### config.mk
export PLATFORM = sky130hd
export DESIGN_NAME = igbt_top
export DESIGN_NICKNAME = d
export VERILOG_FILES = /design/src/igbt_pkg.sv /design/src/igbt_tick_div.sv /design/src/igbt_rst_ctl.sv /design/src/igbt_top.sv
export VERILOG_INCLUDE_DIRS = /design/src
export SDC_FILE = /design/constraint.sdc
export NUM_CORES = 1
export LEC_CHECK = 0
export ABC_AREA = 1
export BUFFER_PORTS_ARGS = -buffer_cell sky130_fd_sc_hd__clkbuf_2
export CORE_MARGIN = 1
export CORE_UTILIZATION = 45
export CTS_BUF_LIST = sky130_fd_sc_hd__clkbuf_8 sky130_fd_sc_hd__clkbuf_16
export DETAILED_ROUTE_END_ITERATION = 7
export GPL_TIMING_DRIVEN = 0
export PLACE_DENSITY = 0.66
export SETUP_SLACK_MARGIN = 0.02
export SKIP_CTS_REPAIR_TIMING = 1
export SYNTH_ARGS = -nofsm -noshare
export SYNTH_HDL_FRONTEND = slang
export SYNTH_SLANG_ARGS = --single-unit
### constraint.sdc
create_clock -name pclk -period 2.65 [get_ports pclk]
set_clock_uncertainty 0.15 [all_clocks]
set_input_delay 0.3975 -clock pclk [delete_from_list [all_inputs] [get_ports pclk]]
set_output_delay 0.3975 -clock pclk [all_outputs]
set_load 0.005 [all_outputs]
### src/igbt_cfg.svh
`ifndef IGBT_CFG_SVH
`define IGBT_CFG_SVH

// ----------------------------------------------------------------
// Register offsets (byte addresses, one 32-bit word each)
// ----------------------------------------------------------------
`define IGBT_OFS_CTRL0 8'h00
`define IGBT_OFS_CTRL1 8'h04
`define IGBT_OFS_START 8'h08
`define IGBT_OFS_COUNT 8'h0c
`define IGBT_OFS_CMP0 8'h10
`define IGBT_OFS_STAT 8'h14
`define IGBT_OFS_MASK 8'h18

// ----------------------------------------------------------------
// Field positions
// ----------------------------------------------------------------
`define IGBT_C0_DIV_LSB 0
`define IGBT_C0_DIV_MSB 4
`define IGBT_C0_DOWN 5
`define IGBT_C0_OVF14 6
`define IGBT_C1_RUN 0
`define IGBT_C1_SIB_EN 1
`define IGBT_C1_CMP_EN 2
`define IGBT_C1_EXT_EN 3
`define IGBT_C1_COM_EN 4
`define IGBT_ST_OVF 0
`define IGBT_ST_CMP 1

// ----------------------------------------------------------------
// Reset values and widths
// ----------------------------------------------------------------
`define IGBT_CTRL0_RST 7'h00
`define IGBT_CTRL1_RST 5'h00
`define IGBT_START_RST 4'h0
`define IGBT_CNT_RST 16'h0000
`define IGBT_CMP_RST 16'hffff
`define IGBT_IRQ_RST 2'h0
`define IGBT_CTRL0_W 7
`define IGBT_CTRL1_W 5
`define IGBT_IRQ_W 2

// ----------------------------------------------------------------
// Timing
// ----------------------------------------------------------------
`define IGBT_DIV_BYPASS 5'h1f
`define IGBT_CMP_DELAY 2

`endif

### src/igbt_pkg.sv
package igbt_pkg;

   // Counter value type.
   typedef logic [15:0] igbt_cnt_t;

   // Counter states: stopped, being reset, counting.
   typedef enum logic [2:0] {
      IGBT_IDLE = 3'b001,
      IGBT_RST = 3'b010,
      IGBT_RUN = 3'b100
   } igbt_state_t;

endpackage

### src/igbt_tick_div.sv
`include "igbt_cfg.svh"

// Count source divider: one tick every 2(n+1) clocks, or every clock for n=31.
module igbt_tick_div (
   input wire logic pclk,
   input wire logic presetn,
   input wire logic restart,
   input wire logic [4:0] div_n,
   output logic tick
);

   logic [5:0] cnt_ff;
   logic [5:0] nxt_cnt;
   wire logic [5:0] last = {div_n, 1'b1};
   wire logic bypass = (div_n == `IGBT_DIV_BYPASS);
   wire logic wrap = (cnt_ff >= last);

   // The tick comes at the end of each divided period.
   assign tick = bypass | wrap;
   assign nxt_cnt = (restart | wrap | bypass) ? 6'h00 : cnt_ff + 6'h01;

   // Divider counter.
   always_ff @(posedge pclk or negedge presetn) begin
      if (!presetn) begin
         cnt_ff <= 6'h00;
      end else begin
         cnt_ff <= nxt_cnt;
      end
   end

endmodule

### src/igbt_rst_ctl.sv
`include "igbt_cfg.svh"

// Gathers the enabled counter reset sources into one request.
module igbt_rst_ctl #(
   parameter int GROUP_ID = 0
) (
   input wire logic pclk,
   input wire logic presetn,
   input wire logic tick,
   input wire logic running,
   input wire logic [15:0] count,
   input wire logic [15:0] cmp0,
   input wire logic sib_en,
   input wire logic cmp_en,
   input wire logic ext_en,
   input wire logic com_en,
   input wire logic sib_reset_in,
   input wire logic ext_low,
   input wire logic comm_reset_req,
   output logic match,
   output logic reset_req
);

   logic [`IGBT_CMP_DELAY-1:0] dly_ff;
   wire logic com_ok = (GROUP_ID == 2);

   // A match is seen on a counter tick while running.
   assign match = running & tick & (count == cmp0);

   // Any enabled source resets the counter; the comms source only in group 2.
   assign reset_req = (sib_en & sib_reset_in)
                    | (cmp_en & dly_ff[`IGBT_CMP_DELAY-1] & tick) // RULE7
                    | (ext_en & ext_low) // RULE8
                    | (com_ok & com_en & comm_reset_req); // RULE9

   // Match delay line advanced by counter ticks.
   always_ff @(posedge pclk or negedge presetn) begin
      if (!presetn) begin
         dly_ff <= '0;
      end else if (!running) begin
         dly_ff <= '0;
      end else if (tick) begin
         dly_ff <= {dly_ff[`IGBT_CMP_DELAY-2:0], match}; // RULE7
      end
   end

endmodule

### src/igbt_top.sv
// Decided for this implementation: the placing of the registers and register access over APB.
`include "igbt_cfg.svh"

// Summary of operation
// (RULE1) Each group has one free-running 16-bit counter as its time base.
// (RULE2) Counter ticks at clock divided by 2(n+1); n=31 means undivided.
// (RULE3) Counting direction is selectable, up or down.
// (RULE4) Writing one to either run bit clears the count and starts counting.
// (RULE5) Counter stops only when both run bits are zero.
// (RULE6) Optional reset together with the sibling group's counter.
// (RULE7) Optional reset two ticks after count equals compare channel 0.
// (RULE8) Optional reset by low level on the group's external pin.
// (RULE9) Group 2 may be reset by the comms helper; sources combine by OR.
// (RULE10) Interrupt on overflow out of bit 14 or bit 15, as selected.
// (RULE11) Reads while running return the live count; stopped reads undefined.
// (RULE12) Writes during reset are lost; writes while running load the count.
// (RULE13) Software programs cascade patterns into both control register 1s.
// (RULE14) Software uses equal dividers and a start, stop, start sequence.
// (RULE15) Shared start register acts only after control register 0 is written.
// (RULE16) Counter wraps modulo 65536 and keeps counting.
module igbt_top #(
   parameter int GROUP_ID = 0
) (
   input wire logic pclk,
   input wire logic presetn,
   input wire logic psel,
   input wire logic penable,
   input wire logic pwrite,
   input wire logic [7:0] paddr,
   input wire logic [31:0] pwdata,
   output logic [31:0] prdata,
   output logic pready,
   output logic pslverr,
   input wire logic sib_reset_in,
   input wire logic ext_reset_pin_a_n,
   input wire logic ext_reset_pin_b_n,
   input wire logic comm_reset_req,
   output logic sib_reset_out,
   output logic irq
);

   // ----------------------------------------------------------------
   // Register state
   // ----------------------------------------------------------------
   logic [`IGBT_CTRL0_W-1:0] ctrl0_ff;
   logic [`IGBT_CTRL1_W-1:0] ctrl1_ff;
   logic [3:0] start_ff;
   logic ctrl0_set_ff;
   igbt_pkg::igbt_cnt_t cnt_ff;
   igbt_pkg::igbt_cnt_t nxt_cnt;
   igbt_pkg::igbt_cnt_t cmp0_ff;
   logic [`IGBT_IRQ_W-1:0] stat_ff;
   logic [`IGBT_IRQ_W-1:0] nxt_stat;
   logic [`IGBT_IRQ_W-1:0] mask_ff;
   igbt_pkg::igbt_state_t state_ff;
   igbt_pkg::igbt_state_t nxt_state;
   logic [31:0] prdata_ff;
   logic pready_ff;
   logic pslverr_ff;
   logic sib_out_ff;
   logic irq_ff;

   // ----------------------------------------------------------------
   // Bus decode
   // ----------------------------------------------------------------

   // Returns one when the address names a mapped register.
   function automatic logic igbt_mapped(input logic [7:0] a);
      igbt_mapped = (a == `IGBT_OFS_CTRL0) | (a == `IGBT_OFS_CTRL1)
                  | (a == `IGBT_OFS_START) | (a == `IGBT_OFS_COUNT)
                  | (a == `IGBT_OFS_CMP0) | (a == `IGBT_OFS_STAT)
                  | (a == `IGBT_OFS_MASK);
   endfunction

   // The access phase ends one cycle after penable rises.
   wire logic acc_first = psel & penable & ~pready_ff;
   wire logic acc_done = psel & penable & pready_ff;
   wire logic wr = acc_done & pwrite;
   wire logic wr_c0 = wr & (paddr == `IGBT_OFS_CTRL0);
   wire logic wr_c1 = wr & (paddr == `IGBT_OFS_CTRL1);
   wire logic wr_st = wr & (paddr == `IGBT_OFS_START);
   wire logic wr_cnt = wr & (paddr == `IGBT_OFS_COUNT);
   wire logic wr_cmp = wr & (paddr == `IGBT_OFS_CMP0);
   wire logic wr_stat = wr & (paddr == `IGBT_OFS_STAT);
   wire logic wr_mask = wr & (paddr == `IGBT_OFS_MASK);

   // ----------------------------------------------------------------
   // Control decode
   // ----------------------------------------------------------------
   wire logic [4:0] div_n = ctrl0_ff[`IGBT_C0_DIV_MSB:`IGBT_C0_DIV_LSB];
   wire logic cnt_down = ctrl0_ff[`IGBT_C0_DOWN];
   wire logic ovf14 = ctrl0_ff[`IGBT_C0_OVF14];

   // The shared start register is ignored until control 0 is written.
   wire logic st_ok = ctrl0_set_ff | wr_c0; // RULE15
   wire logic st_wr_ok = wr_st & st_ok; // RULE15
   wire logic [3:0] nxt_start = st_wr_ok ? pwdata[3:0] : start_ff;
   wire logic [`IGBT_CTRL1_W-1:0] nxt_ctrl1 =
      wr_c1 ? pwdata[`IGBT_CTRL1_W-1:0] : ctrl1_ff;

   // A one written to either run bit restarts from zero.
   wire logic start_req = (wr_c1 & pwdata[`IGBT_C1_RUN])
                        | (st_wr_ok & pwdata[GROUP_ID]); // RULE4

   // Running holds while either run bit is one.
   wire logic run_any = nxt_ctrl1[`IGBT_C1_RUN] | nxt_start[GROUP_ID]; // RULE5

   // The group's own external pin, pin a for group 0 and pin b for group 1.
   wire logic ext_low = (GROUP_ID == 0) ? ~ext_reset_pin_a_n
                      : (GROUP_ID == 1) ? ~ext_reset_pin_b_n
                      : 1'b0; // RULE8

   // ----------------------------------------------------------------
   // Count source and reset sources
   // ----------------------------------------------------------------
   wire logic running = (state_ff == igbt_pkg::IGBT_RUN);
   logic tick;
   logic match;
   logic src_reset;

   // The divider restarts on a start request so the first period is whole; reset sources leave its phase alone.
   igbt_tick_div u_div (
      .pclk(pclk),
      .presetn(presetn),
      .restart(start_req),
      .div_n(div_n),
      .tick(tick)
   ); // RULE2

   // Sibling, compare, pin and comms resets combine by OR.
   igbt_rst_ctl #(
      .GROUP_ID(GROUP_ID)
   ) u_rst (
      .pclk(pclk),
      .presetn(presetn),
      .tick(tick),
      .running(running),
      .count(cnt_ff),
      .cmp0(cmp0_ff),
      .sib_en(ctrl1_ff[`IGBT_C1_SIB_EN]),
      .cmp_en(ctrl1_ff[`IGBT_C1_CMP_EN]),
      .ext_en(ctrl1_ff[`IGBT_C1_EXT_EN]),
      .com_en(ctrl1_ff[`IGBT_C1_COM_EN]),
      .sib_reset_in(sib_reset_in),
      .ext_low(ext_low),
      .comm_reset_req(comm_reset_req),
      .match(match),
      .reset_req(src_reset)
   ); // RULE6 RULE9

   // ----------------------------------------------------------------
   // Counter
   // ----------------------------------------------------------------

   // Overflow out of bit 15 or bit 14, for either direction.
   function automatic logic igbt_ovf(input logic [15:0] c, input logic dn,
                                     input logic b14);
      logic lo_full;
      logic lo_zero;
      lo_full = &c[14:0];
      lo_zero = ~|c[14:0];
      if (dn) begin
         igbt_ovf = b14 ? lo_zero : (lo_zero & ~c[15]);
      end else begin
         igbt_ovf = b14 ? lo_full : (lo_full & c[15]);
      end
   endfunction

   wire logic do_reset = running & src_reset & ~start_req;
   wire logic do_load = running & wr_cnt & ~src_reset & ~start_req; // RULE12
   wire logic do_step = running & tick & ~src_reset & ~do_load;
   wire logic ovf_evt = do_step & igbt_ovf(cnt_ff, cnt_down, ovf14); // RULE10
   wire logic cmp_evt = match;

   // Next state: a start, or a reset source while running, passes through reset.
   always_comb begin
      nxt_state = state_ff;
      case (state_ff)
         igbt_pkg::IGBT_IDLE: begin
            if (start_req) begin
               nxt_state = igbt_pkg::IGBT_RST; // RULE4
            end
         end
         igbt_pkg::IGBT_RST: begin
            nxt_state = run_any ? igbt_pkg::IGBT_RUN : igbt_pkg::IGBT_IDLE;
         end
         igbt_pkg::IGBT_RUN: begin
            if (start_req | do_reset) begin
               nxt_state = igbt_pkg::IGBT_RST;
            end else if (!run_any) begin
               nxt_state = igbt_pkg::IGBT_IDLE; // RULE5
            end
         end
         default: begin
            nxt_state = igbt_pkg::IGBT_IDLE;
         end
      endcase
   end

   // Next count. Writes during reset fall through and are lost.
   always_comb begin
      nxt_cnt = cnt_ff;
      if (state_ff == igbt_pkg::IGBT_RST) begin
         nxt_cnt = `IGBT_CNT_RST; // RULE4 RULE12
      end else if (do_load) begin
         nxt_cnt = pwdata[15:0]; // RULE12
      end else if (do_step) begin
         nxt_cnt = cnt_down ? cnt_ff - 16'h0001
                            : cnt_ff + 16'h0001; // RULE3 RULE16
      end
   end

   // Counter and state flip-flops.
   always_ff @(posedge pclk or negedge presetn) begin
      if (!presetn) begin
         state_ff <= igbt_pkg::IGBT_IDLE;
         cnt_ff <= `IGBT_CNT_RST;
      end else begin
         state_ff <= nxt_state;
         cnt_ff <= nxt_cnt; // RULE1
      end
   end

   // ----------------------------------------------------------------
   // Control registers
   // ----------------------------------------------------------------

   // Control, start and compare registers.
   always_ff @(posedge pclk or negedge presetn) begin
      if (!presetn) begin
         ctrl0_ff <= `IGBT_CTRL0_RST;
         ctrl1_ff <= `IGBT_CTRL1_RST;
         start_ff <= `IGBT_START_RST;
         ctrl0_set_ff <= 1'b0;
         cmp0_ff <= `IGBT_CMP_RST;
      end else begin
         if (wr_c0) begin
            ctrl0_ff <= pwdata[`IGBT_CTRL0_W-1:0];
            ctrl0_set_ff <= 1'b1; // RULE15
         end
         ctrl1_ff <= nxt_ctrl1;
         start_ff <= nxt_start;
         if (wr_cmp) begin
            cmp0_ff <= pwdata[15:0];
         end
      end
   end

   // ----------------------------------------------------------------
   // Interrupts
   // ----------------------------------------------------------------
   wire logic [`IGBT_IRQ_W-1:0] evt = {cmp_evt, ovf_evt};
   wire logic [`IGBT_IRQ_W-1:0] clr =
      wr_stat ? pwdata[`IGBT_IRQ_W-1:0] : '0;

   // A new event wins over a write-one clear in the same cycle.
   assign nxt_stat = (stat_ff & ~clr) | evt; // RULE10

   // Sticky status, mask and the level interrupt.
   always_ff @(posedge pclk or negedge presetn) begin
      if (!presetn) begin
         stat_ff <= `IGBT_IRQ_RST;
         mask_ff <= `IGBT_IRQ_RST;
         irq_ff <= 1'b0;
      end else begin
         stat_ff <= nxt_stat;
         if (wr_mask) begin
            mask_ff <= pwdata[`IGBT_IRQ_W-1:0];
         end
         irq_ff <= |(nxt_stat & (wr_mask ? pwdata[`IGBT_IRQ_W-1:0]
                                         : mask_ff));
      end
   end

   // ----------------------------------------------------------------
   // Read path and bus answer
   // ----------------------------------------------------------------

   // Read mux; the count reads live, stopped reads see the held value.
   wire logic [31:0] rd_mux =
      (paddr == `IGBT_OFS_CTRL0) ? {25'h0, ctrl0_ff} :
      (paddr == `IGBT_OFS_CTRL1) ? {27'h0, ctrl1_ff} :
      (paddr == `IGBT_OFS_START) ? {28'h0, start_ff} :
      (paddr == `IGBT_OFS_COUNT) ? {16'h0, cnt_ff} : // RULE11
      (paddr == `IGBT_OFS_CMP0) ? {16'h0, cmp0_ff} :
      (paddr == `IGBT_OFS_STAT) ? {30'h0, stat_ff} :
      (paddr == `IGBT_OFS_MASK) ? {30'h0, mask_ff} :
      32'h0000_0000;

   // One wait state: data and ready rise together from flip-flops.
   always_ff @(posedge pclk or negedge presetn) begin
      if (!presetn) begin
         prdata_ff <= 32'h0000_0000;
         pready_ff <= 1'b0;
         pslverr_ff <= 1'b0;
      end else begin
         pready_ff <= acc_first;
         pslverr_ff <= acc_first & ~igbt_mapped(paddr);
         prdata_ff <= (acc_first & ~pwrite) ? rd_mux : 32'h0000_0000;
      end
   end

   // Pulse to the sibling group whenever this counter is reset.
   always_ff @(posedge pclk or negedge presetn) begin
      if (!presetn) begin
         sib_out_ff <= 1'b0;
      end else begin
         sib_out_ff <= do_reset | start_req; // RULE6
      end
   end

   assign prdata = prdata_ff;
   assign pready = pready_ff;
   assign pslverr = pslverr_ff;
   assign sib_reset_out = sib_out_ff;
   assign irq = irq_ff;

endmodule

* Yosys cells after proc, flatten, opt, wreduce, memory -nomap -nowiden
Index checks and enable logic that the tools add are counted.
** Word-level totals
- Register bits :: 84
- Input port bits :: 49
- Output and inout port bits :: 36
- Word-level logic and storage cells :: 129
** Operators by class
- Add/subtract/negate cells :: 3
- Order comparisons :: 1
- Eq/ne operators :: 14
- Multiplexer cells :: 27
- Bitwise operators :: 59
- Reduce and logical (&&, ||, !) cells :: 7
** Operator list (number)
- 2-to-1 mux 16 bit :: 10
- bitwise AND 1 bit :: 32
- equality test 8 x 5 -> 1 bit (second input constant) :: 3
- adder 16 x 1 -> 16 bit (second input constant) :: 1
- equality test 16 bit :: 1
- equality test 8 x 4 -> 1 bit (second input constant) :: 2
- subtractor 16 x 1 -> 16 bit (second input constant) :: 1
- OR 1 bit :: 15
- AND reduction 15 bit :: 1
- OR reduction 15 bit :: 1
- 2-to-1 mux 2 bit :: 6
- 2-to-1 mux 3 bit :: 4
- case mux 3 bit (3 select lines) :: 1
- equality test 8 x 3 -> 1 bit (second input constant) :: 1
- zero test 8 bit :: 1
- inverter 1 bit :: 8
- adder 6 x 1 -> 6 bit (second input constant) :: 1
- >= comparator 6 bit :: 1
- 2-to-1 mux 6 bit :: 1
- equality test 5 bit (second input constant) :: 1
- 2-to-1 mux 1 bit :: 5
- bitwise AND 2 bit :: 2
- equality test 3 x 1 -> 1 bit (second input constant) :: 1
- equality test 3 x 2 -> 1 bit (second input constant) :: 1
- 10 further kinds :: 10

* Logic depth before layout (Yosys ltp)
- Word-level depth :: 16
- Depth in mapped cells :: 15
- Mapped depth without buffers :: 14

* Hierarchy
Synthesis repeated with hierarchy kept, for this count alone.
** Unflattened totals
- Cell total of the unflattened synthesis :: 740
- Area total of the unflattened synthesis :: 5396.4 um2
** By module, submodules not included
- igbt_top :: instances 1, cells an instance 585, area an instance 4489.3 um2, sequential area each 1923.1 um2
- igbt_rst_ctl :: instances 1, cells an instance 99, area an instance 476.7 um2, sequential area each 50.0 um2
- igbt_tick_div :: instances 1, cells an instance 56, area an instance 430.4 um2, sequential area each 150.1 um2

* Least setup slack after synthesis
Ideal clock, no wire load.
- Kind :: register to register
- Start point :: register ctrl0_ff[5]
- End point :: register cnt_ff[8]
- Library setup time :: 0.122 ns
- Arrival time :: 1.855 ns
- Data required time :: 2.378 ns
- Setup slack :: 0.524 ns
- Stages on the path, launching flop included :: 12
- Path buffers :: 1
- Period minus slack after synthesis :: 2.126 ns
- Path through :: dfrtp_1 > ha_1 > clkbuf_1 > nand3_1 > nand3_1 > nand2_1 > nand2_1 > nand3_1 > nand3_1 > nand3_1 > o211ai_2 > nand2_1
** On the way
- Cells in the longest elaborated chain, start to end :: 4
** RTL lines
- from (decl) :: line igbt_top.sv:45 : logic [`IGBT_CTRL0_W-1:0] ctrl0_ff;
- from (signal assigned) :: line igbt_top.sv:231 : ctrl0_ff <= `IGBT_CTRL0_RST;
- from (signal assigned) :: line igbt_top.sv:238 : ctrl0_ff <= pwdata[`IGBT_CTRL0_W-1:0];
- 2-to-1 mux 16 bit :: line igbt_top.sv:208 : nxt_cnt = cnt_down ? cnt_ff - 16'h0001
- 2-to-1 mux 16 bit :: line igbt_top.sv:207 : end else if (do_step) begin
- 2-to-1 mux 16 bit :: line igbt_top.sv:205 : end else if (do_load) begin
- 2-to-1 mux 16 bit :: line igbt_top.sv:203 : if (state_ff == igbt_pkg::IGBT_RST) begin
- to (signal assigned) :: line igbt_top.sv:217 : cnt_ff <= `IGBT_CNT_RST;
- to (signal assigned) :: line igbt_top.sv:220 : cnt_ff <= nxt_cnt;
- to (decl) :: line igbt_top.sv:49 : igbt_pkg::igbt_cnt_t cnt_ff;
No other way between the ends. The select of a mux whose other input is x is not followed.
A chain may end at the register's enable or synchronous reset.

* Final worst setup path
- Start point :: register ctrl0_ff[4]
- End point :: register cnt_ff[7]
** On the way
- Cells in the longest elaborated chain, start to end :: 11
- Elaborated cells between the ends (all ways) :: 16
- Classes of those cells :: 1 x order compare; 1 x eq/ne; 2 x mux; 11 x bitwise; 1 x reduce/logical
** RTL lines
- >= comparator 6 bit / equality test 5 bit (equally long branches)
- OR 1 bit * :: line igbt_tick_div.sv:19 : assign tick = bypass | wrap;
- bitwise AND 1 bit :: line igbt_rst_ctl.sv:32 : | (cmp_en & dly_ff[`IGBT_CMP_DELAY-1] & tick)
- OR 1 bit (2 in series) :: line igbt_rst_ctl.sv:31 : assign reset_req = (sib_en & sib_reset_in)
- inverter 1 bit :: line igbt_top.sv:170, igbt_top.sv:171
- bitwise AND 1 bit (2 in series) :: line igbt_top.sv:170 : wire logic do_load = running & wr_cnt & ~src_reset & ~start_req;
- inverter 1 bit :: line igbt_top.sv:171 : wire logic do_step = running & tick & ~src_reset & ~do_load;
- bitwise AND 1 bit :: line igbt_top.sv:171
- nonzero test 3 bit (no line)
Mark *: on every way between the ends. The rest lies on a longest branch, timed or not.

==> results.cfg <==
[worst_setup_path]
cp_slowest_stage_delay_ps = 400
crit_path_max_fanout = 10
critPathSlowestCell = dfrtp_1
cp_num_buf_inv = 3
endpoint_kind = flip-flop
crit_chain = inv_1 > ha_1 > nand2_1 > inv_1 > nand2_1 > nand2_1 > nor2_4 > nor2_4 > nor2_4 > nand2_1 > nand2_4 > nor2_4 > buf_6 > nand2_1 > nand2_1
cp_common_cell = nand2_1
criticalPathCategory = reg -> reg
start_kind = flip-flop
cp.arrival_ps = 2500
crit_required_ps = 2720
crit_family = simple AND/OR/NAND/NOR gates

[status]
status = finished clean

[clock_network]
clk-insertion-delay-late_ps = 340
cts_sinks = 84
clkTransAtPathRegs_ps = 60
clockBufferDepth = 2
cts.htree.levels = 3
numCtsBuffers = 9
cts_root_buf = clkbuf_16
cts_tree = done

[die]
rows = 38
die_area_um2 = 12040
fp.dieW_um = 109.7
core_area_um2 = 11080
die_y_um = 109.7
pin_count = 85
start_util = 0.4713

[layout]
area_delta_synth_final_pct = 15.07
postLayoutCellArea_um2 = 6008
antenna_cells = 0
regArea_um2 = 2125
filler_cell_count = 1054
fin_cells = 895
nNetsFinal = 820
multiInputGateArea_um2 = 2676
drive_gt1_frac = 0.1894

[placed_design]
dp_hpwl_um = 10330
place_inst = 878
io_buffers = 50
gp_congestion = 0.9416
placed_area_um2 = 5733

[synthesis]
ys_seq_elements = 84
ys_types = 40
synthCells = 672
synth_edf_count = 0
yosys_warnings = 0
syn_area_per_cell_um2 = 7.770
synthFlopType = dfrtp_1
ys_seq_area_frac = 0.4067
synthArstFlopShare = 1.000
netlist_area_um2 = 5221

[global_route]
grt_pass1_wl_um = 21780
grt_pass1_vias = 4455
grt_remaining_overflow = 0
grt_max_degree = 49
antenna_found_initial = 0
grt_use_total = 0.2404

[drt]
first_pass_iters = 5
vias = 4716
drt_iter0_drc = 419
topRoutingLayerUsed = met4
post_drt_wl_per_cell_um = 14.81
m1WireLength_um = 6188
wl_um = 13250
ant_nets = 0
post-route-drc-count = 0
wl_met2_um = 5997
via_per_inst = 5.269
met3_length_um = 740

[sta]
finalCritPeriodShare = 0.9153
rsz0062_at_grt = false
hold_ws_ps = 146.6
min_period_ps = 2426
fmax_mhz = 412.3
slew_headroom = 0.5798
final-hold-violation-count = 0
worst_pin_slew_ps = 623.8
final.setup.tns_ps = 0
maxSlewViolCount = 0
setup-violations-final = 0

[power]
ir_drop_mv = 0.3028
intPower_w = 0.002111
power_density_nw_per_um2 = 479.9
power_frac_clock = 0.391
total_power_w = 0.002883
switchingPower_w = 0.0007722
pwr-share-comb = 0.138
leakage_nw = 3.077
netSwitchingFraction = 0.2678
seqPwrFrac = 0.471

[job]
drv_cap = 0

[min_path]
worstHoldPathType = in -> reg
kinds of logic (layout without fill, tap and decap cells):
group | count (synthesis) | count (layout) | synth area share
adder cells (fa/ha/maj) | 21 | 21 | 0.05176
flip-flops | 84 | 84 | 0.4067
buffers and inverters | 103 | 171 | 0.09154
AO/OA/AOI/OAI | 114 | 114 | 0.1301
XOR/XNOR | 20 | 20 | 0.03355
multiplexers | 5 | 5 | 0.01078
AND/OR/NAND/NOR | 324 | 324 | 0.2749
other | 1 | 16 | 0.0007182
synthesized netlist by cell type, types with 3 or more instances:
master      n  share of area
o211ai_2    9          0.022
nand3_1    47          0.045
nor2_4      7          0.015
mux2_2      5          0.011
buf_2       4         0.0038
nand2_1   187           0.13
nor2_1     46          0.033
nor3_1      7         0.0067
nand4_1    12          0.014
ha_1       20          0.048
a211oi_1    3         0.0043
nor4_1      4         0.0048
o22ai_1     3         0.0036
buf_4      17          0.024
inv_2       5         0.0036
buf_6       3         0.0065
xor2_1      4         0.0067
dfrtp_1    67           0.32
o21ai_0    48          0.046
clkbuf_1    4         0.0029
xnor2_1    16          0.027
nand2_2     5         0.0060
inv_1      70          0.050
a21oi_1    41          0.039
dfstp_2    17          0.086
routing by layer:
layer,GRT usage,vias up
met1,0.3322,2214
met5,0,-
met2,0.3805,146
li1,-,2330
met3,0.03379,26
met4,0.09524,0
through the flow:
step                utilization  worst slack [ps]
floorplan                     -             523.7
global placement         0.5148             137.8
detailed placement       0.5175             95.08
CTS                      0.5413             72.55
global route             0.5424             52.23
finish                   0.5424             224.3
final cells by class:
type,count,share of cell area
inverter,75,0.04686
tap,140,0.02915
buffer,28,0.03269
sequential,84,0.3536
clock inverter,6,0.004165
clock buffer,10,0.03978
timing repair buffer,52,0.04831
multi-input combinational,500,0.4454
layout by cell type (no fill, tap or decap), types with 3 or more instances in the layout:
master and count:
nand2_2 5, ha_1 20, buf_6 3, buf_4 17, buf_2 4, nor2_1 46, dfstp_2 17, o22ai_1 3
a21oi_1 41, clkbuf_2 49, clkbuf_1 4, nor4_1 4, inv_1 74, clkbuf_16 9, xor2_1 4, conb_1 16
xnor2_1 16, inv_2 5, nand3_1 47, nand4_1 12, nor3_1 7, o21ai_0 48, mux2_2 5, nor2_4 7
o211ai_2 9, nand2_1 187, a211oi_1 3, dfrtp_1 66
worst paths after layout:
kind / startpoint / to / slack, ps / cells after the start
min reg2reg: pready / pready / 320 / 1
max reg2reg: ctrl0_ff[4] / cnt_ff[7] / 220 / 15
min: pwdata[9] / cmp0_ff[9] / 150 / 3
max: ctrl0_ff[4] / cnt_ff[7] / 220 / 15
min in group asynchronous: presetn / prdata[9] / 450 / 2
max in group asynchronous: presetn / state_ff[0] / 1230 / 3
state kept, by name, indices dropped and copies added (netlist names):
signal / cells
state_ff: 3
ctrl1_ff: 5
ctrl0_set_ff: 1
stat_ff: 2
cmp0_ff: 16
irq: 1
prdata: 16
u_div.cnt_ff: 6
sib_reset_out: 1
pslverr: 1
cnt_ff: 16
u_rst.dly_ff: 2
mask_ff: 2
start_ff: 4
pready: 1
ctrl0_ff: 7
power by group through the flow:
stage | Clock, W | Sequential, W | Combinational [W]
floorplan | 0 | 0.00137 | 0.000277
global placement | 0 | 0.00138 | 0.000382
detailed placement | 0 | 0.00138 | 0.000402
CTS | 0.00115 | 0.00136 | 0.000403
global route | 0.00119 | 0.00136 | 0.000456
finish | 0.00113 | 0.00136 | 0.000399
tightest hold or removal path, stage by stage:
cell,delay (ps)
clkbuf_2,80
inv_1,70
o21ai_0,80
Power figures use the tool's default switching activity.
